===== src/design/ltb_map.svh =====
// Summary of operation
// - Two limit sets each hold a low and high bound, and each set can be enabled or not.
// - Comparison uses the fully scaled, post-math reading value.
// - Tests run in order low one, high one, low two, high two; the first failure selects its pattern.
// - When every enabled test passes the all-pass pattern is driven.
// - Only an enabled set may change the output lines.
// - A set is valid only when high exceeds low; bounds are taken unchecked.
// - Patterns are logical on/off values; polarity is applied last.
// - With binning on, line four pulses true for more than 10 us after each completed test.
// - Enabling binning forces the strobe false; disabling leaves it as is.
// - While binning is on, line four ignores pass and failure patterns.
// - Enabling output control while no strobe pulse runs drives the pass pattern at once, strobe off when binning.
// - Each line has its own polarity; active low drives logical on as low level.
// - While any set controls the lines, manual writes do not change them.
`ifndef LTB_MAP_SVH
`define LTB_MAP_SVH
`define LTB_CLK_MHZ 125
`define LTB_STROBE_NS 10000
// More than 10 us: one cycle beyond the exact figure
`define LTB_STROBE_CYC ((`LTB_STROBE_NS * `LTB_CLK_MHZ) / 1000 + 1)
`define LTB_LINES 4
`define LTB_DATA_W 32
`define LTB_OUT_RST 4'h0
`endif


===== src/design/ltb_pkg.sv =====
package ltb_pkg;
  typedef struct packed {
    logic signed [31:0] low;
    logic signed [31:0] high;
    logic enable;
  } ltb_set_t;
  typedef struct packed {
    logic [3:0] low_one;
    logic [3:0] high_one;
    logic [3:0] low_two;
    logic [3:0] high_two;
    logic [3:0] pass;
  } ltb_patterns_t;
  typedef enum logic [2:0] {
    ST_IDLE = 3'b001,
    ST_SETUP = 3'b010,
    ST_STROBE = 3'b100
  } ltb_state_t;
endpackage


===== src/design/ltb_limit_binning.sv =====
`timescale 1ns/10ps
`include "ltb_map.svh"
module ltb_limit_binning #(
  parameter int STROBE_CYC = `LTB_STROBE_CYC
) (
  // Clock and reset
  input wire logic i_mclk,
  input wire logic i_reset_n,
  // Reading after math processing, scaled value
  input wire logic i_reading_valid,
  input wire logic signed [31:0] i_reading,
  // Limit sets and patterns
  input wire ltb_pkg::ltb_set_t i_set_one,
  input wire ltb_pkg::ltb_set_t i_set_two,
  input wire ltb_pkg::ltb_patterns_t i_patterns,
  // Line control
  input wire logic i_strobe_enable,
  input wire logic [3:0] i_manual_state,
  input wire logic [3:0] i_active_low,
  // Outputs
  output logic [3:0] o_line_level,
  output logic [3:0] o_line_state,
  output logic o_set_one_valid,
  output logic o_set_two_valid,
  output logic o_test_done
);
  import ltb_pkg::*;

  localparam int CW = 12;
  localparam logic [CW-1:0] STROBE_LAST = CW'(STROBE_CYC - 1);

  ltb_state_t state_ff, nxt_state;
  logic [CW-1:0] cnt_ff, nxt_cnt;
  logic [3:0] state_ln_ff, nxt_state_ln;
  logic [3:0] level_ff, nxt_level;
  logic ctrl_d_ff, strb_d_ff, done_ff, nxt_done;
  logic v1_ff, v2_ff;

  wire ctrl_on = i_set_one.enable | i_set_two.enable;
  wire ctrl_rise = ctrl_on & ~ctrl_d_ff;
  wire strb_rise = i_strobe_enable & ~strb_d_ff;

  // Valid only when high bound exceeds low bound
  wire set1_ok = i_set_one.enable && (i_set_one.high > i_set_one.low);
  wire set2_ok = i_set_two.enable && (i_set_two.high > i_set_two.low);

  // Pattern selection, first failure wins
  function automatic logic [3:0] pick_pattern(input logic signed [31:0] r);
    logic [3:0] p;
    p = i_patterns.pass;
    if (set1_ok && r < i_set_one.low) begin
      p = i_patterns.low_one;
    end else if (set1_ok && r > i_set_one.high) begin
      p = i_patterns.high_one;
    end else if (set2_ok && r < i_set_two.low) begin
      p = i_patterns.low_two;
    end else if (set2_ok && r > i_set_two.high) begin
      p = i_patterns.high_two;
    end
    return p;
  endfunction

  always_comb begin
    logic [3:0] pat;
    pat = pick_pattern(i_reading);
    nxt_state = state_ff;
    nxt_cnt = cnt_ff;
    nxt_state_ln = state_ln_ff;
    nxt_done = 1'b0;
    case (state_ff)
      ST_IDLE: begin
        if (ctrl_rise) begin
          nxt_state_ln = i_patterns.pass;
          if (i_strobe_enable) begin
            nxt_state_ln[3] = 1'b0;
          end
        end else if (ctrl_on && i_reading_valid) begin
          nxt_state_ln = pat;
          nxt_done = 1'b1;
          if (i_strobe_enable) begin
            // Line four held off so lines one to three settle first
            nxt_state_ln[3] = 1'b0;
            nxt_state = ST_SETUP;
          end
        end else if (!ctrl_on) begin
          nxt_state_ln = i_manual_state;
        end
        if (strb_rise) begin
          nxt_state_ln[3] = 1'b0;
        end
      end
      ST_SETUP: begin
        nxt_state_ln[3] = 1'b1;
        nxt_cnt = '0;
        nxt_state = ST_STROBE;
      end
      ST_STROBE: begin
        nxt_cnt = cnt_ff + CW'(1);
        if (cnt_ff == STROBE_LAST) begin
          nxt_state_ln[3] = 1'b0;
          nxt_state = ST_IDLE;
        end
      end
      default: begin
        nxt_state = ST_IDLE;
      end
    endcase
    // Disabling binning stops the pulse but leaves the line level alone
    if (!i_strobe_enable && state_ff != ST_IDLE) begin
      nxt_state = ST_IDLE;
      nxt_state_ln[3] = state_ln_ff[3];
    end
    nxt_level = nxt_state_ln ^ i_active_low;
  end

  always_ff @(posedge i_mclk or negedge i_reset_n) begin
    if (!i_reset_n) begin
      state_ff <= ST_IDLE;
      cnt_ff <= '0;
      state_ln_ff <= `LTB_OUT_RST;
      level_ff <= `LTB_OUT_RST;
      ctrl_d_ff <= 1'b0;
      strb_d_ff <= 1'b0;
      done_ff <= 1'b0;
      v1_ff <= 1'b0;
      v2_ff <= 1'b0;
    end else begin
      state_ff <= nxt_state;
      cnt_ff <= nxt_cnt;
      state_ln_ff <= nxt_state_ln;
      level_ff <= nxt_level;
      ctrl_d_ff <= ctrl_on;
      strb_d_ff <= i_strobe_enable;
      done_ff <= nxt_done;
      v1_ff <= set1_ok;
      v2_ff <= set2_ok;
    end
  end

  assign o_line_level = level_ff;
  assign o_line_state = state_ln_ff;
  assign o_test_done = done_ff;
  assign o_set_one_valid = v1_ff;
  assign o_set_two_valid = v2_ff;

  // Helper counter of strobe high time
  logic [CW-1:0] hi_cnt_ff;
  always_ff @(posedge i_mclk or negedge i_reset_n) begin
    if (!i_reset_n) begin
      hi_cnt_ff <= '0;
    end else if (state_ln_ff[3] && i_strobe_enable) begin
      hi_cnt_ff <= hi_cnt_ff + CW'(1);
    end else begin
      hi_cnt_ff <= '0;
    end
  end
endmodule


===== config.mk =====
export PLATFORM = sky130hd
export DESIGN_NAME = ltb_limit_binning
export DESIGN_NICKNAME = d
export VERILOG_FILES = /design/src/design/ltb_pkg.sv /design/src/design/ltb_limit_binning.sv
export VERILOG_INCLUDE_DIRS = /design/src /design/src/design
export SDC_FILE = /design/constraint.sdc
export NUM_CORES = 1
export LEC_CHECK = 0
export BUFFER_PORTS_ARGS = -buffer_cell sky130_fd_sc_hd__buf_2
export CORE_MARGIN = 3
export CORE_UTILIZATION = 57
export DETAILED_ROUTE_END_ITERATION = 7
export HOLD_SLACK_MARGIN = 0.1
export PLACE_DENSITY = 0.95
export SETUP_SLACK_MARGIN = 0.4
export SLEW_MARGIN = 20
export SYNTH_ARGS = -nofsm -noshare
export SYNTH_HDL_FRONTEND = slang
export SYNTH_SLANG_ARGS = --single-unit

===== constraint.sdc =====
create_clock -name i_mclk -period 6.7 [get_ports i_mclk]
set_clock_uncertainty 0.1 [all_clocks]
set_input_delay 0.67 -clock i_mclk [delete_from_list [all_inputs] [get_ports i_mclk]]
set_output_delay 0.67 -clock i_mclk [all_outputs]
set_load 0.05 [all_outputs]

# ---- Word-level counts from Yosys, hierarchy flattened
# Index checks and enable logic that the tools add are counted.
dict set report classes {
  addsub 1
  n_lt_le_gt_ge 6
  eq_ne 9
  n_mux 24
  bitwise 6
  n_reduce_logical 11
}
# op count
set ops {}
lappend ops {{32-bit > comparator} 4}
lappend ops {{32-bit < comparator} 2}
lappend ops {{4-bit two-way mux} 7}
lappend ops {{12-bit case mux with 2 select lines} 1}
lappend ops {{3-bit two-way mux} 6}
lappend ops {{12-bit by 1-bit adder with 12-bit output (second input constant)} 1}
lappend ops {{12-bit by 11-bit == test with 1-bit output (second input constant)} 1}
lappend ops {{3-bit != test (second input constant)} 4}
lappend ops {{3-bit case mux with 3 select lines} 1}
lappend ops {{1-bit logical AND} 8}
lappend ops {{1-bit two-way mux} 8}
lappend ops {{4-bit AND reduction} 1}
lappend ops {{4-bit bitwise XOR} 1}
lappend ops {{3-bit by 1-bit == test with 1-bit output (second input constant)} 1}
lappend ops {{3-bit by 2-bit == test with 1-bit output (second input constant)} 1}
lappend ops {{3-bit == test (second input constant)} 1}
lappend ops {{3-bit by 1-bit != test with 1-bit output (second input constant)} 1}
lappend ops {{1-bit case mux with 3 select lines} 1}
lappend ops {{1-bit bitwise AND} 2}
lappend ops {{1-bit NOT} 2}
lappend ops {{2-bit nonzero test} 1}
lappend ops {{1-bit zero test} 1}
lappend ops {{1-bit bitwise OR} 1}
dict set report totals {
  register_bits 28
  input_bits 194
  out_inout_bits 11
  wordCells 66
}

# ---- Depth between registers and ports, before layout
# Gate-level depths: netlist of run 1.
dict set report logic_depth {
  depth_word 14
  ltp_mapped 13
  mapped_depth_nobuf 13
}

# ---- Least setup slack after synthesis of run 1
# No wires, ideal clock.
dict set report synth_path {
  path_type {input-to-reg}
  startpoint {input i_set_one[34] in the netlist's numbering}
  endpoint {register level_ff[3], in the netlist o_line_level[3]}
  setup_time_ps 132
  arrival_time_ps 3120
  required_ps 6468
  path_slack_ps 3348
  cell_stages 12
  path_cell_list {inv_1 > ha_1 > nor2b_1 > o211ai_1 > a2111o_1 > a31oi_1 > mux2i_2 > inv_1 > or4_1 > a31oi_1 > a211oi_2 > xor2_1}
}
dict set report synth_between {
  elab_chain_len 12
  elab_cells_between_ends 14
}
# element line_no
set synth_rtl {}
lappend synth_rtl {{start: declaration} ltb_limit_binning.sv:13} ;# input wire ltb_pkg::ltb_set_t i_set_one,
lappend synth_rtl {{32-bit > comparator (*)} ltb_limit_binning.sv:44} ;# wire set1_ok = i_set_one.enable && (i_set_one.high > i_set_one.low);
lappend synth_rtl {{1-bit logical AND (*)} ltb_limit_binning.sv:44}
lappend synth_rtl {{named net set1_ok} ltb_limit_binning.sv:44}
lappend synth_rtl {{1-bit logical AND} ltb_limit_binning.sv:53} ;# end else if (set1_ok && r > i_set_one.high) begin
lappend synth_rtl {{4-bit two-way mux} ltb_limit_binning.sv:53}
lappend synth_rtl {{4-bit two-way mux (*)} ltb_limit_binning.sv:51} ;# if (set1_ok && r < i_set_one.low) begin
lappend synth_rtl {{1-bit two-way mux (*)} ltb_limit_binning.sv:80} ;# if (i_strobe_enable) begin
lappend synth_rtl {{4-bit two-way mux (*)} ltb_limit_binning.sv:77} ;# end else if (ctrl_on && i_reading_valid) begin
lappend synth_rtl {{4-bit two-way mux (*)} ltb_limit_binning.sv:72} ;# if (ctrl_rise) begin
lappend synth_rtl {{1-bit two-way mux (*)} ltb_limit_binning.sv:88} ;# if (strb_rise) begin
lappend synth_rtl {{1-bit case mux with 3 select lines (*)} ltb_limit_binning.sv:70} ;# case (state_ff)
lappend synth_rtl {{1-bit two-way mux (*)} ltb_limit_binning.sv:109} ;# if (!i_strobe_enable && state_ff != ST_IDLE) begin
lappend synth_rtl {{named net nxt_state_ln[3]} ltb_limit_binning.sv:34} ;# logic [3:0] state_ln_ff, nxt_state_ln;
lappend synth_rtl {{4-bit bitwise XOR (*)} ltb_limit_binning.sv:113} ;# nxt_level = nxt_state_ln ^ i_active_low;
lappend synth_rtl {{named net nxt_level[3]} ltb_limit_binning.sv:35} ;# logic [3:0] level_ff, nxt_level;
lappend synth_rtl {{end signal: assignment} ltb_limit_binning.sv:121} ;# level_ff <= `LTB_OUT_RST;
lappend synth_rtl {{end signal: assignment} ltb_limit_binning.sv:131} ;# level_ff <= nxt_level;
lappend synth_rtl {{end: declaration} ltb_limit_binning.sv:35}
# The timed path passes the listed nets; every way through them passes the cells marked *.
# A chain may end at the register's enable or synchronous reset.

# ---- Final worst setup path of run 1
dict set report layout_path {
  startpoint {input i_set_one[54] in the netlist's numbering}
  endpoint {register level_ff[3], in the netlist o_line_level[3]}
}
# Same word-level chain as after synthesis.

==> results of run 1 <==
## registers in the layout, indices dropped and copies added, names as in the netlist
signal,flops
o_line_level,4
cnt_ff,12
o_set_one_valid,1
strb_d_ff,1
ctrl_d_ff,1
state_ff,3
o_set_two_valid,1
o_test_done,1
o_line_state,4
## cell usage after synthesis, drive strengths merged (4+ instances only)
| cell type | n | area share (%) |
|---|---|---|
| nand4 | 32 | 3.2 |
| a21o | 12 | 1.5 |
| o21ai | 50 | 4.0 |
| nand2 | 58 | 3.5 |
| a211oi | 12 | 1.6 |
| nor2 | 26 | 1.7 |
| nor3b | 4 | 0.48 |
| a21oi | 77 | 6.2 |
| a21boi | 4 | 0.48 |
| mux2i | 6 | 1.0 |
| dfrtp | 27 | 11 |
| xor2 | 4 | 0.56 |
| ha | 192 | 38 |
| and3 | 7 | 0.70 |
| o211ai | 10 | 1.2 |
| nor4 | 10 | 1.0 |
| o31ai | 4 | 0.72 |
| nand3 | 15 | 1.2 |
| inv | 141 | 8.5 |
| a221oi | 4 | 0.56 |
| and4 | 7 | 0.98 |
| nand3b | 5 | 0.60 |
| o21a | 9 | 1.1 |
| nor3 | 11 | 0.88 |
| a31oi | 7 | 0.70 |
## power by group
group / internal (W) / switching (W) / leakage [nW]
Sequential: 0.000184 / 0.00000956 / 0.361
Clock: 0.0000527 / 0.0000542 / 0.0288
Combinational: 0.000197 / 0.000297 / 3.89
Total: 0.000434 / 0.000361 / 4.28
## layer usage
layer / vias up / global-route usage (%) / share of wire (%)
li1: 3345 / - / -
met1: 3020 / 35.7 / 42
met2: 281 / 52.1 / 48
met3: 67 / 4.80 / 6.2
met4: 2 / 11.4 / 4.2
met5: - / 0 / 0.058
## cell families (layout without fill, tap and decap cells)
logic type | Yosys count | in the layout | synth area share, %
XOR/XNOR | 5 | 5 | 0.699
adder cells (fa/ha/maj) | 192 | 192 | 38.4
AO/OA/AOI/OAI | 220 | 220 | 22.8
multiplexers | 8 | 8 | 1.38
buffers and inverters | 144 | 349 | 8.63
AND/OR/NAND/NOR | 198 | 198 | 17.0
flip-flops | 28 | 28 | 11.2
## through the flow
stage / utilization, % / cell area [sq um] / cells
6_report: 71.3 / 7500 / 1136
5_1_grt: 71.3 / 7500 / 1136
4_1_cts: 71.3 / 7500 / 1136
3_5_place_dp: 70.8 / 7440 / 1132
3_3_place_gp: 70.8 / 7440 / 1132
2_1_floorplan: - / 6260 / 795
## final cells by class
type / count / area, sq um / share of cell area, %
clock buffers: 4 / 55.1 / 0.734
inverters: 141 / 529 / 7.06
multi-input cells: 623 / 5020 / 67.0
flip-flops and latches: 28 / 702 / 9.36
well taps: 136 / 170 / 2.27
repair buffers: 204 / 1020 / 13.6
## path summary, 6_finish.rpt
check                                         from                   endpoint  depth (start not counted)
min in group i_mclk          cnt_ff[7]$_DFFE_PN0N_      cnt_ff[7]$_DFFE_PN0N_                          1
max in group asynchronous                i_reset_n      cnt_ff[4]$_DFFE_PN0N_                          1
min                                      i_reset_n  o_line_level[1]$_DFF_PN0_                          1
max reg2reg                state_ff[0]$_DFFE_PN1P_  o_line_level[3]$_DFF_PN0_                          8
min reg2reg                  cnt_ff[7]$_DFFE_PN0N_      cnt_ff[7]$_DFFE_PN0N_                          1
max                                  i_set_one[54]  o_line_level[3]$_DFF_PN0_                         13
## critical path: stages
cell      delay, ns
buf_2          0.07
inv_1          0.05
ha_1           0.30
nand2_1        0.07
nor4_1         0.56
a21oi_1        0.17
a31oi_1        0.25
mux2i_2        0.51
inv_1          0.15
or4_1          0.52
a31oi_1        0.21
a211oi_2       0.07
xor2_1         0.15
==> impl_results.md, run 1 <==
- Status: finished, final reports clean
- Standby leakage power: ~4.3 nW
- Antenna Violating Nets Remaining: 0
- Number of enable-type register cells in the synthesized netlist: 0
- Count of synthesis-stage warnings from yosys: 0
- Setup Crit Path Kind: primary input to flop
- Final Net Count: 1387
- Violation count after the first detailed-routing iteration: roughly 430
- DRC: 0
- Critical Path Fanout Max: 8
- Via Count: around 6700
- Smallest setup slack after layout: 2.99 ns
- WHS: 0.301 ns
- CTS HTree Levels: 1
- Dpl hpwl: 17.0 mm
- Via count of the first global-routing pass: around 6800
- Share of flip-flops with an asynchronous set or reset: 100%
- Sequential cell area fraction in the yosys report: 11.2%
- Critical path launch point type: primary input
- Clock buffers created by TritonCTS: 3
- First-pass GRT wire length: approximately 30 mm
- Timing-limited maximum frequency: ~270 MHz
- Clock latency on the worst-skew pair: 0.28 ns
- Routability congestion estimate from global placement: 0.910
- Min-Delay Path Class: primary input to asynchronous set/reset pin
- ANT cells: 0
- Share of final-layout standard cells stronger than drive strength 1: 23.1%
- Number of primary I/O pins: 205
- Slew Limit Headroom: 37.8%
- Total Routing Usage GR: 29.5%
- Finish-stage setup viols: 0
- Most common cell after layout, fill and taps aside: buf_2
- PwrDens: 106 nW/um^2
- Initial Util: about three fifths
- Minimum clock period after layout: between 3 and 4 ns
- Deepest clock path buffer count: 2
- Top flip-flop cell by instance count after synthesis: dfrtp_1
- Overall power of the completed layout: 0.000795 W
- Register-to-Register Setup Slack: ~3.9 ns
- Number of gates given a new drive strength after cts: 0
- Per-cell routed wire length: 16.6 um
- Antenna violations before repair: 1
- Required time of the critical path: 6.75 ns
- Detailed-route vias per instance: about 5.9
- RSZ-0062 raised after global routing: false
- Worst setup slack before clock tree synthesis: 2.80 ns
- Largest net degree at the start of global routing: 29
- Sink count of the clock tree: 28
- Final critical-path share of the clock period: 55.3%
- Clock Tree Root: clkbuf_8
- CTS clk-pin slew, worst paths: 0.10 ns
- Max-slew violation total from the final report: 0
- Pre-antenna DRT Iters: 6
- Area growth from synthesis to final layout: 19.7%
- Transition time at the pin with the least slew margin: 0.926 ns
- Mapped Avg Cell Area: 7.88 sq um
- Syn Nets: 1181
- Leading cell types in the layout, fill and taps excluded: 204 x buf_2, 192 x ha_1, 140 x inv_1
- Netlist area before placement: between 6000 and 7000 sq um
- Maximum vdd drop: 0.0970 mV
- Die Height: between 100 and 150 um
- Total Negative Setup Slacks: 0 ns
- Total gr overflow: 0
- Post-Synthesis Cells: 795
- Number of buffers added on ports: 204
- Die width: 111 um
- Std cell rows: 37
- Die area: 12300 sq um
- Max-cap violations: 0
- Buffer count from post-CTS setup fixing: 0
- Sum of routed wire length over all layers: 18.9 mm
- Final hold violation count: 0
- Total of hold buffers inserted after clock tree synthesis: 0
- Crit path capture type: flop
- TritonCTS clock tree: done
- Count of unique library cells instantiated by Yosys: 73
- Number of storage elements in the synthesis netlist: 28
- Core region area: 10500 sq um
- Count of filler cells inserted in the layout: around 860
- Data arrival time of the critical path: 3.76 ns
Power figures use the tool's default switching activity.
==> run 2: changes to the inputs <==
- CORE_UTILIZATION: 57 -> 48
- PLACE_DENSITY: 0.95 -> 0.87
- clock period: 6.7 -> 3.2 ns (I/O delays scaled with it)
==> run 2 against run 1 <==
  * Routed wire length up 40%
  * Worst hold slack worse by 0.17 ns
  * Global-route usage down 0.37 points
  * Sequential share of layout area down 2.1 points
  * Critical path type unchanged
  * Critical endpoint unchanged
==> impl_results.md, run 2 (synthesized netlist as in run 1, its figures left out) <==
- Status: finished, final reports clean
- Worst setup slack before clock tree synthesis: -0.121 ns (-2.92 ns)
- Pre-antenna DRT Iters: 5 (-1)
- Slowest-stage cell, CP: or4_4
- Endpoint of the most critical register-to-register path: o_line_level[3]$_DFF_PN0_
- Bufs and invs on worst path: 3 (unchanged)
- Number of buffers added on ports: 204 (unchanged)
- Layout Utilization: 76.1% (+4.8 points)
- Maximum vdd drop: 0.190 mV (+96%)
- Initial Util: 49.4% (-10 points)
- Leading cell types in the layout, fill and taps excluded: 159 x buf_2, 123 x ha_1, 96 x inv_1
- Worst Hold End: o_line_level[1]$_DFF_PN0_
- Std cell rows: 41 (+11%)
- Worst Reg-to-Reg Cells: 8 (unchanged)
- Clock latency on the worst-skew pair: 0.27 ns (about the same)
- Die area: 14500 sq um (+18%)
- Critical path launch point type: primary input
- ANT cells: 0 (unchanged)
- Count of filler cells inserted in the layout: 786 (-9.0%)
- Total gr overflow: 0 (unchanged)
- Number of primary I/O pins: 205 (unchanged)
- Clock Tree Root: clkbuf_16
- Antenna Violating Nets Remaining: 0 (unchanged)
- Standby leakage power: 4.77 nW (+12%)
- Per-cell routed wire length: 21.5 um (+29%)
- Critical Path Fanout Max: 4 (-4)
- Timing-limited maximum frequency: 327 MHz
- Most common cell after layout, fill and taps aside: buf_2
- Largest net degree at the start of global routing: 29 (unchanged)
- Detailed-route vias per instance: 6.32 (+7.0%)
- Min-Delay Path Class: primary input to flop
- Setup Crit Path Kind: primary input to flop
- Dpl hpwl: 17.1 mm (+0.58%)
- Register-to-Register Setup Slack: 0.43 ns (-3.51 ns)
- Worst flop-to-flop path startpoint: state_ff[1]$_DFFE_PN0P_
- Max-cap violations: 0 (unchanged)
- Minimum clock period after layout: around 3.1 ns
- Final hold violation count: 0 (unchanged)
- Cell breakdown of the critical path: buf_4 -> ha_4 -> nand4_1 -> buf_4 -> a2111o_1 -> a31oi_4 -> mux2i_4 -> inv_2 -> or4_4 -> a31oi_4 -> a211oi_2 -> xor2_1
- Via Count: 7796 (+16%)
- Share of final-layout standard cells stronger than drive strength 1: 44.5% (+21 points)
- Via count of the first global-routing pass: 7262 (+6.4%)
- TritonCTS clock tree: done
- Core region area: 12700 sq um (+21%)
- CTS HTree Levels: 1 (unchanged)
- Required time of the critical path: 3.25 ns (-3.50 ns)
- Most flop-heavy register: cnt_ff
- Final design instance area without fill: 9640 sq um (+29%)
- Clock buffers created by TritonCTS: 3 (unchanged)
- Number of flip-flops under the largest register name: 12 (unchanged)
- Crit path largest cell delay: 0.53 ns (-0.03 ns)
- Die width: 120 um (+8.5%)
- Crit path capture type: flop
- Max-slew violation total from the final report: 0 (unchanged)
- Deepest clock path buffer count: 2 (unchanged)
- Sum of routed wire length over all layers: 26.5 mm (+40%)
- Antenna violations before repair: 0 (-1)
- WHS: 0.133 ns (-0.169 ns)
- Slew Limit Headroom: 54.1% (+16 points)
- PwrDens: 237 nW/um^2 (+120%)
- Smallest setup slack after layout: 0.144 ns (-2.85 ns)
- DP Area: 7860 sq um (+5.7%)
- RSZ-0062 raised after global routing: true
- CTS clk-pin slew, worst paths: 0.07 ns (-0.03 ns)
- Transition time at the pin with the least slew margin: 0.684 ns (-0.241 ns)
- Final critical-path share of the clock period: 95.5%
- Launch point of the worst hold path: i_active_low[1]
- Cell depth of the worst min-delay path: 2
- DRC: 0 (unchanged)
- Routability congestion estimate from global placement: 0.925 (+1.7%)
- Final Net Count: 1448 (+4.4%)
- Die Height: 120 um (+8.5%)
- Finish-stage setup viols: 0 (unchanged)
- Top cell family by delay on the critical path: compound AO/OA/AOI/OAI gates
- Area growth from synthesis to final layout: 54.0%
- Total Routing Usage GR: 29.2% (-0.37 points)
- Violation count after the first detailed-routing iteration: 455 (+5.1%)
- Data arrival time of the critical path: 3.10 ns (-0.66 ns)
- Sink count of the clock tree: 28 (unchanged)
- First-pass GRT wire length: 34.7 mm (+13%)
## run 2: cell count changes in the layout (fill, tap and decap cells not counted), moves of 6 or more
cell | before | now
ha_1 | 192 | 123
ha_4 | 0 | 67
buf_4 | 0 | 61
buf_2 | 204 | 159
inv_1 | 140 | 96
buf_6 | 0 | 42
inv_2 | 1 | 36
a21oi_1 | 76 | 55
a21oi_2 | 1 | 21
inv_4 | 0 | 9
o21ai_0 | 49 | 41
o21ai_2 | 0 | 6
## run 2: worst register-to-register path, cell delays in order, from the launching register on
cell and delay, ns:
dfrtp_1 0.45, or3_4 0.46, a31oi_1 0.27, or4b_2 0.18, a21oi_1 0.06, a211oi_1 0.56, nor3_1 0.16, a211oi_2 0.27
xor2_1 0.18
## run 2: worst max-delay path by stage
stage | from | to | slack, ns | cells past startpoint
after floorplan | i_set_one[34] | o_line_level[3]$_DFF_PN0_ | 0.26 | 12
after global placement | i_reading[23] | o_line_level[3]$_DFF_PN0_ | -0.04 | 13
after detailed placement | i_reading[29] | o_line_level[0]$_DFF_PN0_ | -0.12 | 14
after CTS | i_reading[19] | o_line_level[2]$_DFF_PN0_ | 0.34 | 13
after global routing | i_set_one[7] | o_line_level[3]$_DFF_PN0_ | 0.07 | 12
final | i_set_one[7] | o_line_level[3]$_DFF_PN0_ | 0.14 | 12
## run 2: final cells by class
type	count	area (sq um)	area share [%]
clock buffers	3	75.1	0.779
clock inverters	1	30.0	0.311
inverters	141	552	5.72
multi-input cells	623	6300	65.3
flip-flops and latches	28	702	7.28
well taps	172	215	2.23
repair buffers	265	1770	18.4
## run 2: where the power goes
group / internal (W) / switching, W
logic: 0.000664 / 0.000834
registers: 0.000387 / 0.0000247
clock network: 0.000249 / 0.000126
total: 0.00130 / 0.000985
## run 2: routing by layer
layer	share of wire [%]	global-route usage, %
met1	36	35.2
met2	49	52.1
met3	7.7	3.79
met4	7.6	12.3
met5	0	0
## run 2: timing repair
item | in CTS | in global routing
pin swaps | 59 | 55
endpoints found under the hold margin | 27 | 0
gates resized for setup | 145 | 128
buffers inserted | 7 | 18
hold buffers | 1 | 0
endpoints found under the setup margin | 8 | 8
## run 2: stage by stage
stage          setup TNS (ns)  total power [W]  cells
2_1_floorplan               0          0.00107    795
3_3_place_gp          -0.0837          0.00146   1203
3_5_place_dp           -0.360          0.00149   1203
4_1_cts                     0          0.00201   1215
5_1_grt                     0          0.00241   1233
6_report                    0          0.00228   1233
==> run 3: changes to the inputs <==
- PLACE_DENSITY: 0.87 -> 0.79
==> run 3 against run 2 <==
  * Worst setup slack better by 0.019 ns
  * Global-route usage decreased by 1.8 points
  * Clock power about the same
  * Highest routed layer unchanged
  * Critical path depth increased by 1
==> impl_results.md, run 3 (synthesized netlist as in run 1, its figures left out) <==
- Minimum clock period after layout: 3.04 ns (-0.0191 ns)
- CTS HTree Levels: 1 (unchanged)
- Pre-antenna DRT Iters: 5 (unchanged)
- Clock Tree Root: clkbuf_16
- Critical path launch point type: primary input
- Share of total power consumed by net switching: 42.6% (-0.50 points)
- Part of the power in combinational logic: 64.1% (-1.4 points)
- Number of buffers added on ports: 204 (unchanged)
- Die width: 120 um (unchanged)
- Most flop-heavy register: cnt_ff
- Overall power of the completed layout: 0.00219 W (-4.3%)
- Crit path largest cell delay: 0.42 ns (-0.11 ns)
- First-pass GRT wire length: 32.6 mm (-6.0%)
- Slowest-stage cell, CP: o41a_1
- Deepest clock path buffer count: 2 (unchanged)
- Std cell rows: 41 (unchanged)
- Number of flip-flops under the largest register name: 12 (unchanged)
- Smallest setup slack after layout: 0.163 ns (+0.0191 ns)
- Power Internal: 0.00125 W (-3.5%)
- Total Routing Usage GR: 27.4% (-1.8 points)
- Most common cell after layout, fill and taps aside: buf_2
- Final Net Count: 1442 (-0.41%)
- Sum of routed wire length over all layers: 23.2 mm (-12%)
- Finish-stage setup viols: 0 (unchanged)
- Leading cell types in the layout, fill and taps excluded: 176 x buf_2, 135 x ha_1, 104 x inv_1
- Number of primary I/O pins: 205 (unchanged)
- Antenna violations before repair: 1 (+1)
- Via Count: 7329 (-6.0%)
- Status: finished, final reports clean
- Timing-limited maximum frequency: 329 MHz (+0.63%)
- Total gr overflow: 0 (unchanged)
- Largest net degree at the start of global routing: 29 (unchanged)
- Part of the total power dissipated in the clock network: 17.3% (+0.8 points)
- Initial Util: 49.4% (unchanged)
- PwrDens: 233 nW/um^2 (-1.5%)
- Max-cap violations: 0 (unchanged)
- RSZ-0062 raised after global routing: true
- Count of filler cells inserted in the layout: 885 (+13%)
- Bufs and invs on worst path: 3 (unchanged)
- Detailed-route vias per instance: 5.97 (-5.6%)
- Dpl hpwl: 16.8 mm (-1.5%)
- Net Sw Power: 0.000931 W (-5.5%)
- Critical Path Fanout Max: 4 (unchanged)
- Layout Utilization: 73.9% (-2.2 points)
- Share of final-layout standard cells stronger than drive strength 1: 41.4% (-3.1 points)
- Sink count of the clock tree: 28 (unchanged)
- Clock buffers created by TritonCTS: 3 (unchanged)
- Final hold violation count: 0 (unchanged)
- CTS clk-pin slew, worst paths: 0.07 ns (about the same)
- Slew Limit Headroom: 57.4% (+3.3 points)
- Flop pwr share: 18.7% (+0.7 points)
- Min-Delay Path Class: primary input to flop
- Max-slew violation total from the final report: 0 (unchanged)
- Core region area: 12700 sq um (unchanged)
- Violation count after the first detailed-routing iteration: 605 (+33%)
- Worst setup slack before clock tree synthesis: -0.191 ns (-0.0700 ns)
- Maximum vdd drop: 0.246 mV (+30%)
- WHS: 0.127 ns (-0.00602 ns)
- Die Height: 120 um (unchanged)
- Crit path capture type: flop
- Cell breakdown of the critical path: buf_2 -> ha_4 -> nand4_1 -> nor4_1 -> buf_4 -> nor3b_1 -> o31a_1 -> nor2_4 -> buf_6 -> o41a_1 -> mux2i_1 -> o31ai_2 -> xor2_1
- Transition time at the pin with the least slew margin: 0.639 ns (-0.0450 ns)
- Per-cell routed wire length: 18.9 um (-12%)
- Antenna Violating Nets Remaining: 0 (unchanged)
- Routability congestion estimate from global placement: 0.976 (+5.5%)
- Setup Crit Path Kind: primary input to flop
- Final critical-path share of the clock period: 94.9% (-0.60 points)
- Die area: 14500 sq um (unchanged)
- TritonCTS clock tree: done
- DRC: 0 (unchanged)
- Via count of the first global-routing pass: 6986 (-3.8%)
- Area growth from synthesis to final layout: 49.6%
- Standby leakage power: 4.72 nW (-1.2%)
- Data arrival time of the critical path: 3.08 ns (-0.02 ns)
- Top cell family by delay on the critical path: simple AND/OR/NAND/NOR gates
- Clock latency on the worst-skew pair: 0.26 ns (about the same)
- Required time of the critical path: 3.24 ns (about the same)
-- run 3: cell count changes in the layout (fill, tap and decap cells not counted), moves of 8 or more --
cell     change
a21oi_2      -9
a21oi_1     +10
inv_1        +8
buf_6       -13
buf_2       +17
buf_4        -9
ha_1        +12
inv_2        -8
ha_4        -10
-- run 3: metrics by stage --
step	area (sq um)	setup TNS (ns)	std cells
after floorplan	6380	0	795
after global placement	7860	-0.0883	1203
after detailed placement	7860	-0.483	1203
after CTS	8590	0	1221
after global routing	9370	0	1228
final	9370	0	1228
-- run 3: final timing paths --
kind                                   startpoint                        end  slack, ns  depth (start not counted)
min in group asynchronous               i_reset_n      cnt_ff[5]$_DFFE_PN0N_       0.51                          2
max in group asynchronous               i_reset_n        ctrl_d_ff$_DFF_PN0_       2.08                          2
setup reg to reg            cnt_ff[0]$_DFFE_PN0N_  o_line_level[3]$_DFF_PN0_       0.52                         11
hold reg to reg            cnt_ff[11]$_DFFE_PN0N_     cnt_ff[11]$_DFFE_PN0N_       0.41                          1
hold / removal                    i_active_low[2]  o_line_level[2]$_DFF_PN0_       0.13                          2
setup / recovery                    i_set_two[20]  o_line_level[0]$_DFF_PN0_       0.16                         13
-- run 3: cell type report --
| cell class | count | area, sq um | area share (%) |
|---|---|---|---|
| multi-input cells | 623 | 6170 | 65.8 |
| diodes | 1 | 2.50 | 0.0267 |
| clock inverters | 1 | 30.0 | 0.321 |
| flip-flops and latches | 28 | 702 | 7.49 |
| repair buffers | 259 | 1620 | 17.3 |
| inverters | 141 | 552 | 5.89 |
| clock buffers | 3 | 75.1 | 0.801 |
| well taps | 172 | 215 | 2.30 |
-- run 3: metal layers --
layer	track usage, %	up-vias	wire length (um)
met2	47.8	389	11300
met4	8.07	0	937
met1	34.8	3391	9150
met5	0	-	0
met3	4.40	89	1810
li1	-	3460	-
-- run 3: power by group through the flow --
stage               registers, W  clock network (W)  logic [W]
floorplan               0.000514                  0   0.000558
global route            0.000411           0.000399    0.00152
CTS                     0.000408           0.000381    0.00118
finish                  0.000408           0.000377    0.00140
detailed placement      0.000414                  0    0.00106
global placement        0.000414                  0    0.00104
-- run 3: what timing repair did --
item                       in CTS  in global routing
pin swaps                      35                 70
hold endpoints to repair       27                  0
setup endpoints to repair       8                  8
buffers inserted               13                  6
hold buffers                    1                  0
resized for setup              97                133
